--- config.mk ---
export PLATFORM = sky130hd
export DESIGN_NAME = asc_ctrl
export DESIGN_NICKNAME = d
export VERILOG_FILES = /design/src/design/asc_pkg.sv /design/src/design/asc_ctrl.sv
export SDC_FILE = /design/constraint.sdc
export NUM_CORES = 1
export LEC_CHECK = 0
export ABC_CLOCK_PERIOD_IN_PS = 3300
export BUFFER_PORTS_ARGS = -buffer_cell sky130_fd_sc_hd__buf_2
export CORE_MARGIN = 2
export CORE_UTILIZATION = 30
export CTS_CLUSTER_DIAMETER = 100
export DETAILED_ROUTE_END_ITERATION = 8
export SYNTH_ARGS = -nofsm -noshare
export SYNTH_HDL_FRONTEND = slang
export SYNTH_SLANG_ARGS = --single-unit
--- constraint.sdc ---
create_clock -name clk_i -period 3.3 [get_ports clk_i]
set_clock_uncertainty 0.1 [all_clocks]
set_input_delay 0.33 -clock clk_i [delete_from_list [all_inputs] [get_ports clk_i]]
set_output_delay 0.33 -clock clk_i [all_outputs]
set_load 0.05 [all_outputs]
--- src/design/asc_pkg.sv ---
/*
  Shared constants and types for the converter sequencing control block.
  Assumes a 32-bit AHB-Lite register bus and a single 125 MHz clock.
*/
package asc_pkg;

  // ----------------------------------------------------------------
  // Register map (byte addresses, one aligned word each)
  // ----------------------------------------------------------------
  localparam logic [7:0] OFS_CTRL0 = 8'h00;
  localparam logic [7:0] OFS_CTRL1 = 8'h04;
  localparam logic [7:0] OFS_PINL = 8'h08;
  localparam logic [7:0] OFS_PINH = 8'h0C;
  localparam logic [7:0] OFS_RESL = 8'h10;
  localparam logic [7:0] OFS_RESH = 8'h14;
  localparam logic [7:0] OFS_IRQ_STAT = 8'h18;
  localparam logic [7:0] OFS_IRQ_EN = 8'h1C;
  localparam logic [7:0] OFS_IRQ_CLR = 8'h20;

  // ----------------------------------------------------------------
  // Field positions
  // ----------------------------------------------------------------
  localparam int C0_START = 7;
  localparam int C0_BUSY = 6;
  localparam int C0_POFF = 5;
  localparam int C0_FMT = 4;
  localparam int C1_BGSEL = 7;
  localparam int C1_BGEN = 6;
  localparam int C1_REFSEL = 4;
  localparam int IRQ_DONE = 0;

  // ----------------------------------------------------------------
  // Reset values and masks
  // ----------------------------------------------------------------
  localparam logic START_RST = 1'b0;
  localparam logic BUSY_RST = 1'b1;
  localparam logic POFF_RST = 1'b1;
  localparam logic [7:0] PINL_RST = 8'hFF;
  localparam logic [1:0] PINH_RST = 2'h3;
  localparam logic [3:0] CH_LAST = 4'h9;

  // ----------------------------------------------------------------
  // Conversion timing
  // ----------------------------------------------------------------
  localparam int CONV_PERIODS = 16;
  localparam logic [3:0] PERIOD_LAST = 4'(CONV_PERIODS - 1);
  localparam logic [1:0] HTRANS_NONSEQ = 2'h2;

  typedef enum logic [1:0] {
    ASC_IDLE = 2'b00,
    ASC_ARMED = 2'b01,
    ASC_CONV = 2'b10
  } asc_state_t;

  // Analog side controls, all levels
  typedef struct packed {
    logic [9:0] pin_en;
    logic [9:0] chan_route;
    logic bg_route;
    logic bg_drive;
    logic bg_ref_on;
    logic ref_ext;
    logic power_on;
  } asc_analog_t;

endpackage

--- src/design/asc_ctrl.sv ---
/*
  Sequencing control for a 12-bit successive-approximation converter:
  AHB-Lite register slave, start handshake, clock divider, busy flag,
  result formatting, pin routing and an interrupt line.
  Assumes the analog macro holds its result stable once a conversion's
  sixteenth converter clock period has passed; that result and the
  low-voltage monitor enable arrive from outside this clock domain.
*/
// Implementation choices: the placing of the registers and the AHB-Lite interface to the registers.
// Overview of operation
// - Bandgap driven only if enabled; reference on if enabled or monitor on.
// - Pin-select bit high makes its pin analog; low keeps its normal use.
// - Upper pin-select register keeps bits 1..0; bits 7..2 read zero.
// - Writing start high then low begins a conversion on the falling step.
// - Start rising resets the converter and forces the busy flag high.
// - Busy flag reads high while converting and clears when it completes.
// - Completion sets the interrupt flag; an enabled flag raises the line.
// - Clock-select divides system clock by 1,2,4,8,16,32,64; 111 undefined.
// - Converter is powered only while the power-off bit is zero.
// - Reference from supply when select low; external pin when high.
// - A conversion lasts sixteen converter clock periods.
// - Result left-aligned when format low, right-aligned when format high.
// - Channel field routes 0..9, codes above 9 pick 9; bandgap overrides.
`timescale 1ns/10ps

module asc_ctrl
  import asc_pkg::*;
#(
  parameter int RES_W = 12
) (
  input wire logic clk_i,
  input wire logic rst_n_i,
  input wire logic hsel_i,
  input wire logic [31:0] haddr_i,
  input wire logic [1:0] htrans_i,
  input wire logic hwrite_i,
  input wire logic [2:0] hsize_i,
  input wire logic [31:0] hwdata_i,
  input wire logic hready_i,
  output logic [31:0] hrdata_o,
  output logic hreadyout_o,
  output logic hresp_o,
  input wire logic lvm_enable_i,
  input wire logic [RES_W-1:0] conv_result_i,
  output logic conv_tick_o,
  output logic conv_reset_o,
  output logic conv_run_o,
  output asc_analog_t analog_o,
  output logic irq_o
);

  // ----------------------------------------------------------------
  // Declarations
  // ----------------------------------------------------------------
  asc_state_t state, next_state;
  logic lvm_meta, lvm_sync;
  logic [RES_W-1:0] res_meta, res_sync, res_q;
  logic ap_valid, ap_write, rd_pend;
  logic [7:0] ap_addr;
  logic [31:0] rd_mux;
  logic wr_en;
  logic [7:0] wdat;
  logic start, start_q, poff, fmt, bgsel, bgen, refsel;
  logic [3:0] chan;
  logic [2:0] cksel;
  logic [9:0] pin_sel;
  logic conv_busy;
  logic irq_stat, irq_en;
  logic [5:0] div_cnt, div_lim;
  logic [3:0] period_cnt;
  logic tick, start_rise, done, irq_clr;
  logic [9:0] next_route;

  // Divide code to terminal count; 111 is undefined, treated as /64
  function automatic logic [5:0] div_limit(input logic [2:0] code);
    case (code)
      3'h0: div_limit = 6'h00;
      3'h1: div_limit = 6'h01;
      3'h2: div_limit = 6'h03;
      3'h3: div_limit = 6'h07;
      3'h4: div_limit = 6'h0F;
      3'h5: div_limit = 6'h1F;
      default: div_limit = 6'h3F;
    endcase
  endfunction

  // ----------------------------------------------------------------
  // Input synchronisers
  // ----------------------------------------------------------------
  // Result bus is only sampled once stable, so a plain two-stage pass
  always_ff @(posedge clk_i or negedge rst_n_i) begin
    if (!rst_n_i) begin
      lvm_meta <= 1'b0;
      lvm_sync <= 1'b0;
      res_meta <= '0;
      res_sync <= '0;
    end else begin
      lvm_meta <= lvm_enable_i;
      lvm_sync <= lvm_meta;
      res_meta <= conv_result_i;
      res_sync <= res_meta;
    end
  end

  // ----------------------------------------------------------------
  // AHB-Lite slave
  // ----------------------------------------------------------------
  // Address phase capture; hsize is ignored, only whole words are used
  always_ff @(posedge clk_i or negedge rst_n_i) begin
    if (!rst_n_i) begin
      ap_valid <= 1'b0;
      ap_write <= 1'b0;
      ap_addr <= 8'h00;
    end else if (hready_i) begin
      ap_valid <= hsel_i && (htrans_i == HTRANS_NONSEQ);
      ap_write <= hwrite_i;
      ap_addr <= haddr_i[7:0];
    end
  end

  assign wr_en = ap_valid && ap_write;
  assign wdat = hwdata_i[7:0];
  assign irq_clr = wr_en && (ap_addr == OFS_IRQ_CLR) && wdat[IRQ_DONE];

  // Read data is built one cycle after the address phase so that a
  // write just before it is already visible; costs one wait state
  always_ff @(posedge clk_i or negedge rst_n_i) begin
    if (!rst_n_i) begin
      rd_pend <= 1'b0;
      hreadyout_o <= 1'b1;
      hrdata_o <= 32'h0000_0000;
      hresp_o <= 1'b0;
    end else begin
      hresp_o <= 1'b0;
      if (rd_pend) begin
        rd_pend <= 1'b0;
        hreadyout_o <= 1'b1;
        hrdata_o <= rd_mux;
      end else if (hready_i && hsel_i && (htrans_i == HTRANS_NONSEQ)
                   && !hwrite_i) begin
        rd_pend <= 1'b1;
        hreadyout_o <= 1'b0;
      end
    end
  end

  // Read mux; unmapped and write-only words read zero
  always_comb begin
    rd_mux = 32'h0000_0000;
    case (ap_addr)
      OFS_CTRL0: rd_mux[7:0] = {start, conv_busy, poff, fmt, chan};
      OFS_CTRL1: rd_mux[7:0] = {bgsel, bgen, 1'b0, refsel, 1'b0, cksel};
      OFS_PINL: rd_mux[7:0] = pin_sel[7:0];
      OFS_PINH: rd_mux[7:0] = {6'h00, pin_sel[9:8]};
      OFS_RESL: rd_mux[7:0] = fmt ? res_q[7:0] : {res_q[3:0], 4'h0};
      OFS_RESH: rd_mux[7:0] = fmt ? {4'h0, res_q[11:8]} : res_q[11:4];
      OFS_IRQ_STAT: rd_mux[0] = irq_stat;
      OFS_IRQ_EN: rd_mux[0] = irq_en;
      default: rd_mux = 32'h0000_0000;
    endcase
  end

  // ----------------------------------------------------------------
  // Control registers
  // ----------------------------------------------------------------
  always_ff @(posedge clk_i or negedge rst_n_i) begin
    if (!rst_n_i) begin
      start <= START_RST;
      poff <= POFF_RST;
      fmt <= 1'b0;
      chan <= 4'h0;
    end else if (wr_en && (ap_addr == OFS_CTRL0)) begin
      start <= wdat[C0_START];
      poff <= wdat[C0_POFF];
      fmt <= wdat[C0_FMT];
      chan <= wdat[3:0];
    end
  end

  always_ff @(posedge clk_i or negedge rst_n_i) begin
    if (!rst_n_i) begin
      bgsel <= 1'b0;
      bgen <= 1'b0;
      refsel <= 1'b0;
      cksel <= 3'h0;
    end else if (wr_en && (ap_addr == OFS_CTRL1)) begin
      bgsel <= wdat[C1_BGSEL];
      bgen <= wdat[C1_BGEN];
      refsel <= wdat[C1_REFSEL];
      cksel <= wdat[2:0];
    end
  end

  // Pin selects come up as analog inputs; high bits above 1 are dropped
  always_ff @(posedge clk_i or negedge rst_n_i) begin
    if (!rst_n_i) begin
      pin_sel <= {PINH_RST, PINL_RST};
    end else if (wr_en && (ap_addr == OFS_PINL)) begin
      pin_sel[7:0] <= wdat;
    end else if (wr_en && (ap_addr == OFS_PINH)) begin
      pin_sel[9:8] <= wdat[1:0];
    end
  end

  always_ff @(posedge clk_i or negedge rst_n_i) begin
    if (!rst_n_i) begin
      irq_en <= 1'b0;
    end else if (wr_en && (ap_addr == OFS_IRQ_EN)) begin
      irq_en <= wdat[IRQ_DONE];
    end
  end

  // ----------------------------------------------------------------
  // Start handshake and conversion sequencer
  // ----------------------------------------------------------------
  assign start_rise = start && !start_q;
  assign tick = (div_cnt == div_lim);
  assign done = (state == ASC_CONV) && tick && (period_cnt == PERIOD_LAST)
                && !poff && !start_rise;

  always_ff @(posedge clk_i or negedge rst_n_i) begin
    if (!rst_n_i) begin
      start_q <= START_RST;
    end else begin
      start_q <= start;
    end
  end

  // A rising start always wins: it re-arms even mid conversion
  always_comb begin
    next_state = state;
    case (state)
      ASC_IDLE: begin
        if (start_rise) next_state = ASC_ARMED;
      end
      ASC_ARMED: begin
        if (!start) next_state = poff ? ASC_IDLE : ASC_CONV;
      end
      ASC_CONV: begin
        if (start_rise) next_state = ASC_ARMED;
        else if (poff || done) next_state = ASC_IDLE;
      end
      default: next_state = ASC_IDLE;
    endcase
  end

  always_ff @(posedge clk_i or negedge rst_n_i) begin
    if (!rst_n_i) begin
      state <= ASC_IDLE;
    end else begin
      state <= next_state;
    end
  end

  // Divide ratio is loaded while armed and frozen in a run so a rewrite cannot stretch it
  always_ff @(posedge clk_i or negedge rst_n_i) begin
    if (!rst_n_i) begin
      div_lim <= 6'h00;
    end else if (state == ASC_ARMED) begin
      div_lim <= div_limit(cksel);
    end
  end

  always_ff @(posedge clk_i or negedge rst_n_i) begin
    if (!rst_n_i) begin
      div_cnt <= 6'h00;
      period_cnt <= 4'h0;
    end else if (state != ASC_CONV || start_rise) begin
      div_cnt <= 6'h00;
      period_cnt <= 4'h0;
    end else if (tick) begin
      div_cnt <= 6'h00;
      period_cnt <= period_cnt + 4'h1;
    end else begin
      div_cnt <= div_cnt + 6'h01;
    end
  end

  // Busy comes up high and stays high until a run really completes
  always_ff @(posedge clk_i or negedge rst_n_i) begin
    if (!rst_n_i) begin
      conv_busy <= BUSY_RST;
    end else if (start_rise) begin
      conv_busy <= 1'b1;
    end else if (done) begin
      conv_busy <= 1'b0;
    end
  end

  // Result lands with the busy clear, never half way through a read
  always_ff @(posedge clk_i or negedge rst_n_i) begin
    if (!rst_n_i) begin
      res_q <= '0;
    end else if (done) begin
      res_q <= res_sync;
    end
  end

  always_ff @(posedge clk_i or negedge rst_n_i) begin
    if (!rst_n_i) begin
      conv_tick_o <= 1'b0;
      conv_reset_o <= 1'b0;
      conv_run_o <= 1'b0;
    end else begin
      conv_tick_o <= (state == ASC_CONV) && tick && !start_rise;
      conv_reset_o <= start_rise;
      conv_run_o <= (next_state == ASC_CONV);
    end
  end

  // ----------------------------------------------------------------
  // Interrupt
  // ----------------------------------------------------------------
  // Set beats clear so a completion in the clear cycle is kept
  always_ff @(posedge clk_i or negedge rst_n_i) begin
    if (!rst_n_i) begin
      irq_stat <= 1'b0;
      irq_o <= 1'b0;
    end else begin
      irq_stat <= done || (irq_stat && !irq_clr);
      irq_o <= irq_stat && irq_en;
    end
  end

  // ----------------------------------------------------------------
  // Analog routing and power
  // ----------------------------------------------------------------
  always_comb begin
    next_route = 10'h000;
    if (!bgsel) begin
      next_route[(chan > CH_LAST) ? CH_LAST : chan] = 1'b1;
    end
  end

  always_ff @(posedge clk_i or negedge rst_n_i) begin
    if (!rst_n_i) begin
      // Mirrors the register reset values so routing is never empty
      analog_o <= '{pin_en: {PINH_RST, PINL_RST}, chan_route: 10'h001,
                    default: 1'b0};
    end else begin
      analog_o.pin_en <= pin_sel;
      analog_o.chan_route <= next_route;
      analog_o.bg_route <= bgsel;
      analog_o.bg_drive <= bgen;
      analog_o.bg_ref_on <= bgen || lvm_sync;
      analog_o.ref_ext <= refsel;
      analog_o.power_on <= !poff;
    end
  end

  // ----------------------------------------------------------------
  // Checks
  // ----------------------------------------------------------------
  logic [10:0] cyc_cnt;

  always_ff @(posedge clk_i or negedge rst_n_i) begin
    if (!rst_n_i) begin
      cyc_cnt <= 11'h000;
    end else if (state != ASC_CONV || start_rise) begin
      cyc_cnt <= 11'h000;
    end else begin
      cyc_cnt <= cyc_cnt + 11'h001;
    end
  end
endmodule

==> impl_metrics.py <==
metrics = {
    "run_status": {
        "run_status": "finished, final reports clean",
    },
    "synth": {
        "synth_top_area_share_pct": 50.6,
        "synth-seq-area-share_pct": 62.4,
        "synth.avg_cell_area_um2": 13.0,
        "synth.area.top_cells": "sky130_fd_sc_hd__dfrtp_1 (51%), sky130_fd_sc_hd__dfstp_2 (12%), sky130_fd_sc_hd__mux2_2 (11%)",
        "synthDistinctLibCells": 49,
        "ys_async_sr_fraction_pct": 100,
        "synth_area_in_xor_xnor_pct": 1.64,
        "ys.flop_type": "sky130_fd_sc_hd__dfrtp_1",
        "netlist_area_mm2": 0.00534,
        "post_synthesis_share_of_cell_area_spent_on_and_or_nand_and_nor_gates_pct": 11.1,
        "ys_seq_elements": 132,
        "synthCells": 411,
        "dominant_combinational_cell_family_by_area_after_synthesis": "multiplexers",
        "synth.mux.area_fraction_pct": 12.7,
        "compound_gate_portion_of_the_synthesized_area_pct": 6.18,
        "synth-edff-count": 0,
        "synth_top_area_cell": "sky130_fd_sc_hd__dfrtp_1",
        "synthesis.yosys.warnings": 0,
        "synth_fa_ha_area_share_pct": 0.468,
    },
    "clock_tree": {
        "worst_path_clk_slew_ns": 0.06,
        "clock_sink_count": 132,
        "insertion_delay_ns": 0.41,
        "max-clock-path-buffers": 2,
        "clock_tree.root_cell": "sky130_fd_sc_hd__clkbuf_16",
        "tritoncts": "done",
        "htree_levels": 4,
        "cts_buffers": 17,
        "post_cts_resize_count": 0,
    },
    "setup_path": {
        "timing.critical_path.to_type": "register",
        "worst-r2r-cell-count": 4,
        "required_ns": 3.50,
        "cp-start-kind": "register",
        "worstReg2RegStart": "div_cnt[3]$_DFF_PN0_",
        "critical_path.reg2reg.endpoint": "res_q[2]$_DFFE_PN0P_",
        "worst-r2r-setup-slack_ns": 1.04,
        "worstSetupPathType": "register to register",
        "cp_max_fo": 14,
        "arrival_ns": 2.46,
    },
    "place": {
        "detailed_place_hpwl_mm": 7.81,
        "gp_congestion": 0.803,
        "placement.io_buffers": 73,
        "dpl_worst_slack_ns": 1.03,
        "place_area_mm2": 0.00586,
    },
    "power": {
        "power_per_cell_area_mw_per_mm2": 608,
        "power.share.switching_pct": 24.7,
        "power.internal_uw": 3030,
        "total_switching_power_uw": 997,
        "comb_power_share_pct": 8.1,
        "power.share.sequential_pct": 43.5,
        "power.static_leakage_uw": 0.00305,
        "vdd_ir_drop_max_uv": 351,
        "share_clk_of_total_power_pct": 48.4,
    },
    "sta": {
        "unrepaired_setup_endpoints_after_global_routing": "no",
        "layout_worst_path_cycle_share_pct": 68.5,
        "slew-limit-headroom_pct": 45.6,
        "setup_total_negative_slack_ns": 0,
        "timing.hold.ws_ns": 0.0353,
        "hold_viol_final": 0,
        "timing.final.max_slew_violations": 0,
        "achievable_frequency_mhz": 443,
        "layout_min_cycle_time_ns": 2.26,
        "max_slew.worst_pin.slew_ns": 0.816,
        "final.setup.worst_slack_ns": 1.04,
        "timing.final.setup_violations": 0,
    },
    "route": {
        "wl_met2_mm": 5.46,
        "route.layer.met1.wl_mm": 4.68,
        "num_vias": 3408,
        "totalWireLength_mm": 11.0,
        "highest_layer": "met5",
        "routed_wire_length_per_instance_um": 14.8,
        "ant_nets": 0,
        "detailroute.wirelength.met3_um": 646,
        "drc": 0,
        "count_of_routing_violations_after_the_opening_detailed_route_iteration": 232,
        "vias_per_cell": 4.58,
        "dr.pass1.iters": 4,
    },
    "grt": {
        "grt_antenna_before_repair": 1,
        "grt_start_max_net_pins": 64,
        "first_global_vias": 3447,
        "global_route.overflow_total": 0,
        "globalRouteTotalUtil_pct": 12.8,
        "wire_length_of_the_first_global_routing_pass_mm": 18.0,
    },
    "worst_hold_path": {
        "hold_end": "ap_addr[2]$_DFFE_PN0P_",
        "hold_path.class": "primary input to register",
        "min-delay-start": "haddr_i[2]",
        "hold-path-cell-count": 3,
    },
    "floorplan": {
        "floorplan.io_pins": 150,
        "std_cell_rows": 48,
        "die_height_um": 137,
        "core-area_mm2": 0.0174,
        "initial_core_util_pct": 30.8,
        "floorplan.die.width_um": 137,
        "die-area_mm2": 0.0189,
    },
    "cells_and_area": {
        "final_cell_area_mm2": 0.00663,
        "insertedDiodeCount": 0,
        "numnets_final": 595,
        "ratio_of_cells_with_drive_above_1_in_the_final_layout_pct": 36.6,
        "final_core_util_pct": 38.2,
        "area.growth.synth_to_final_pct": 24.0,
    },
    "flow_run": {
        "max_cap_violations": 0,
    },
}
logic make-up (layout without fill, tap and decap cells):
kind of cell	Yosys count	count (layout)
adder cells (fa/ha/maj)	2	2
AO/OA/AOI/OAI	49	49
XOR/XNOR	10	10
multiplexers	59	59
flip-flops	132	132
other	1	25
buffers and inverters	48	132
AND/OR/NAND/NOR	110	110
power by group through the flow:
| stage | Clock [uW] | Combinational, uW | Sequential (uW) |
|---|---|---|---|
| global placement | 0 | 312 | 1770 |
| detailed placement | 0 | 318 | 1780 |
| finish | 1950 | 328 | 1750 |
| global route | 2060 | 359 | 1760 |
| floorplan | 0 | 191 | 1820 |
| CTS | 1980 | 332 | 1750 |
cell usage after synthesis (2+ instances only):
library cell                  n
sky130_fd_sc_hd__and2_1       2
sky130_fd_sc_hd__nor3b_1      3
sky130_fd_sc_hd__mux4_2       2
sky130_fd_sc_hd__nand4_1      7
sky130_fd_sc_hd__buf_4       25
sky130_fd_sc_hd__nand3_1      8
sky130_fd_sc_hd__buf_2        3
sky130_fd_sc_hd__o31ai_1      2
sky130_fd_sc_hd__mux2_2      50
sky130_fd_sc_hd__a21oi_1     10
sky130_fd_sc_hd__nor4_1       2
sky130_fd_sc_hd__dfrtp_1    108
sky130_fd_sc_hd__nand2_1     24
sky130_fd_sc_hd__nor3_1       8
sky130_fd_sc_hd__nor2b_1      5
sky130_fd_sc_hd__o221ai_1     5
sky130_fd_sc_hd__xor2_1       2
sky130_fd_sc_hd__a22oi_1      3
sky130_fd_sc_hd__mux2i_1      7
sky130_fd_sc_hd__or3_1        2
sky130_fd_sc_hd__dfstp_2     24
sky130_fd_sc_hd__or2_2        2
sky130_fd_sc_hd__clkbuf_1     6
sky130_fd_sc_hd__ha_1         2
sky130_fd_sc_hd__or4_1        2
sky130_fd_sc_hd__o2bb2ai_1    4
sky130_fd_sc_hd__xnor2_1      8
sky130_fd_sc_hd__buf_1        3
sky130_fd_sc_hd__nand3b_1     2
sky130_fd_sc_hd__o41a_1       2
sky130_fd_sc_hd__inv_1        9
sky130_fd_sc_hd__nand2b_1     6
sky130_fd_sc_hd__a31oi_1      4
sky130_fd_sc_hd__and3_1       7
sky130_fd_sc_hd__o21ai_0     13
sky130_fd_sc_hd__o21a_1       2
sky130_fd_sc_hd__nor2_1      25
cell usage in the layout (no fill, tap or decap), types with 3 or more instances in the layout:
cell type                       netlist  final
sky130_fd_sc_hd__a21oi_1             10     10
sky130_fd_sc_hd__a22oi_1              3      3
sky130_fd_sc_hd__a31oi_1              4      4
sky130_fd_sc_hd__and3_1               7      7
sky130_fd_sc_hd__buf_2                3     72
sky130_fd_sc_hd__buf_4               25      4
sky130_fd_sc_hd__bufinv_16            0      3
sky130_fd_sc_hd__clkbuf_16            0     17
sky130_fd_sc_hd__clkbuf_8             1      3
sky130_fd_sc_hd__clkinvlp_4           0      5
sky130_fd_sc_hd__conb_1               1     25
sky130_fd_sc_hd__dfrtp_1            108    108
sky130_fd_sc_hd__dfstp_2             24     24
sky130_fd_sc_hd__dlygate4sd3_1        0     14
sky130_fd_sc_hd__inv_1                9      9
sky130_fd_sc_hd__mux2_2              50     50
sky130_fd_sc_hd__mux2i_1              7      7
sky130_fd_sc_hd__nand2_1             24     24
sky130_fd_sc_hd__nand2b_1             6      6
sky130_fd_sc_hd__nand3_1              8      8
sky130_fd_sc_hd__nand4_1              7      7
sky130_fd_sc_hd__nor2_1              25     25
sky130_fd_sc_hd__nor2b_1              5      5
sky130_fd_sc_hd__nor3_1               8      8
sky130_fd_sc_hd__nor3b_1              3      3
sky130_fd_sc_hd__o21ai_0             13     13
sky130_fd_sc_hd__o221ai_1             5      5
sky130_fd_sc_hd__o2bb2ai_1            4      4
sky130_fd_sc_hd__xnor2_1              8      8
worst max-delay path by stage:
stage / start / slack [ns] / endpoint / cells past startpoint
after floorplan: ap_addr[5]$_DFFE_PN0P_ / 1.36 / pin_sel[0]$_DFFE_PN1P_ / 5
after global placement: div_cnt[0]$_DFF_PN0_ / 1.09 / res_q[1]$_DFFE_PN0P_ / 4
after detailed placement: div_cnt[3]$_DFF_PN0_ / 1.03 / res_q[2]$_DFFE_PN0P_ / 4
after CTS: div_cnt[3]$_DFF_PN0_ / 1.02 / res_q[2]$_DFFE_PN0P_ / 4
after global routing: div_cnt[3]$_DFF_PN0_ / 0.88 / res_q[10]$_DFFE_PN0P_ / 4
final: div_cnt[3]$_DFF_PN0_ / 1.04 / res_q[2]$_DFFE_PN0P_ / 4
layout make-up:
cell class,count,area [um^2]
flip-flops and latches,132,3330
clock inverters,11,150
repair buffers,91,551
fillers,1689,10700
clock buffers,21,470
multi-input cells,255,1810
inverters,9,33.8
well taps,225,282
sequential cells by signal (all words and copies together) (netlist names), 6 cells and up:
name	count
analog_o	25
ap_addr	8
div_cnt	6
div_lim	6
hrdata_o	8
pin_sel	10
res_meta	12
res_q	12
res_sync	12
stage by stage:
step / std cells / total power [uW]
floorplan: 435 / 2010
global placement: 698 / 2090
detailed placement: 698 / 2100
CTS: 744 / 4060
global route: 744 / 4180
finish: 744 / 4030
what timing repair did:
action / in CTS / in global routing
hold buffers: 14 / 0
buffers inserted: 0 / 0
endpoints found under the hold margin: 43 / 0
critical path, stage by stage, from the launching register on:
cell	delay, ns
sky130_fd_sc_hd__dfrtp_1	0.43
sky130_fd_sc_hd__xnor2_1	0.21
sky130_fd_sc_hd__and4_1	0.27
sky130_fd_sc_hd__nand4_1	0.61
sky130_fd_sc_hd__mux2_2	0.51
layer usage:
metal  GRT usage [%]  vias to the layer above
met2            20.7                       96
met1            15.4                     1701
met5               0                        -
li1                -                     1591
met4            5.84                        2
met3            4.23                       18
Power figures use the tool's default switching activity.
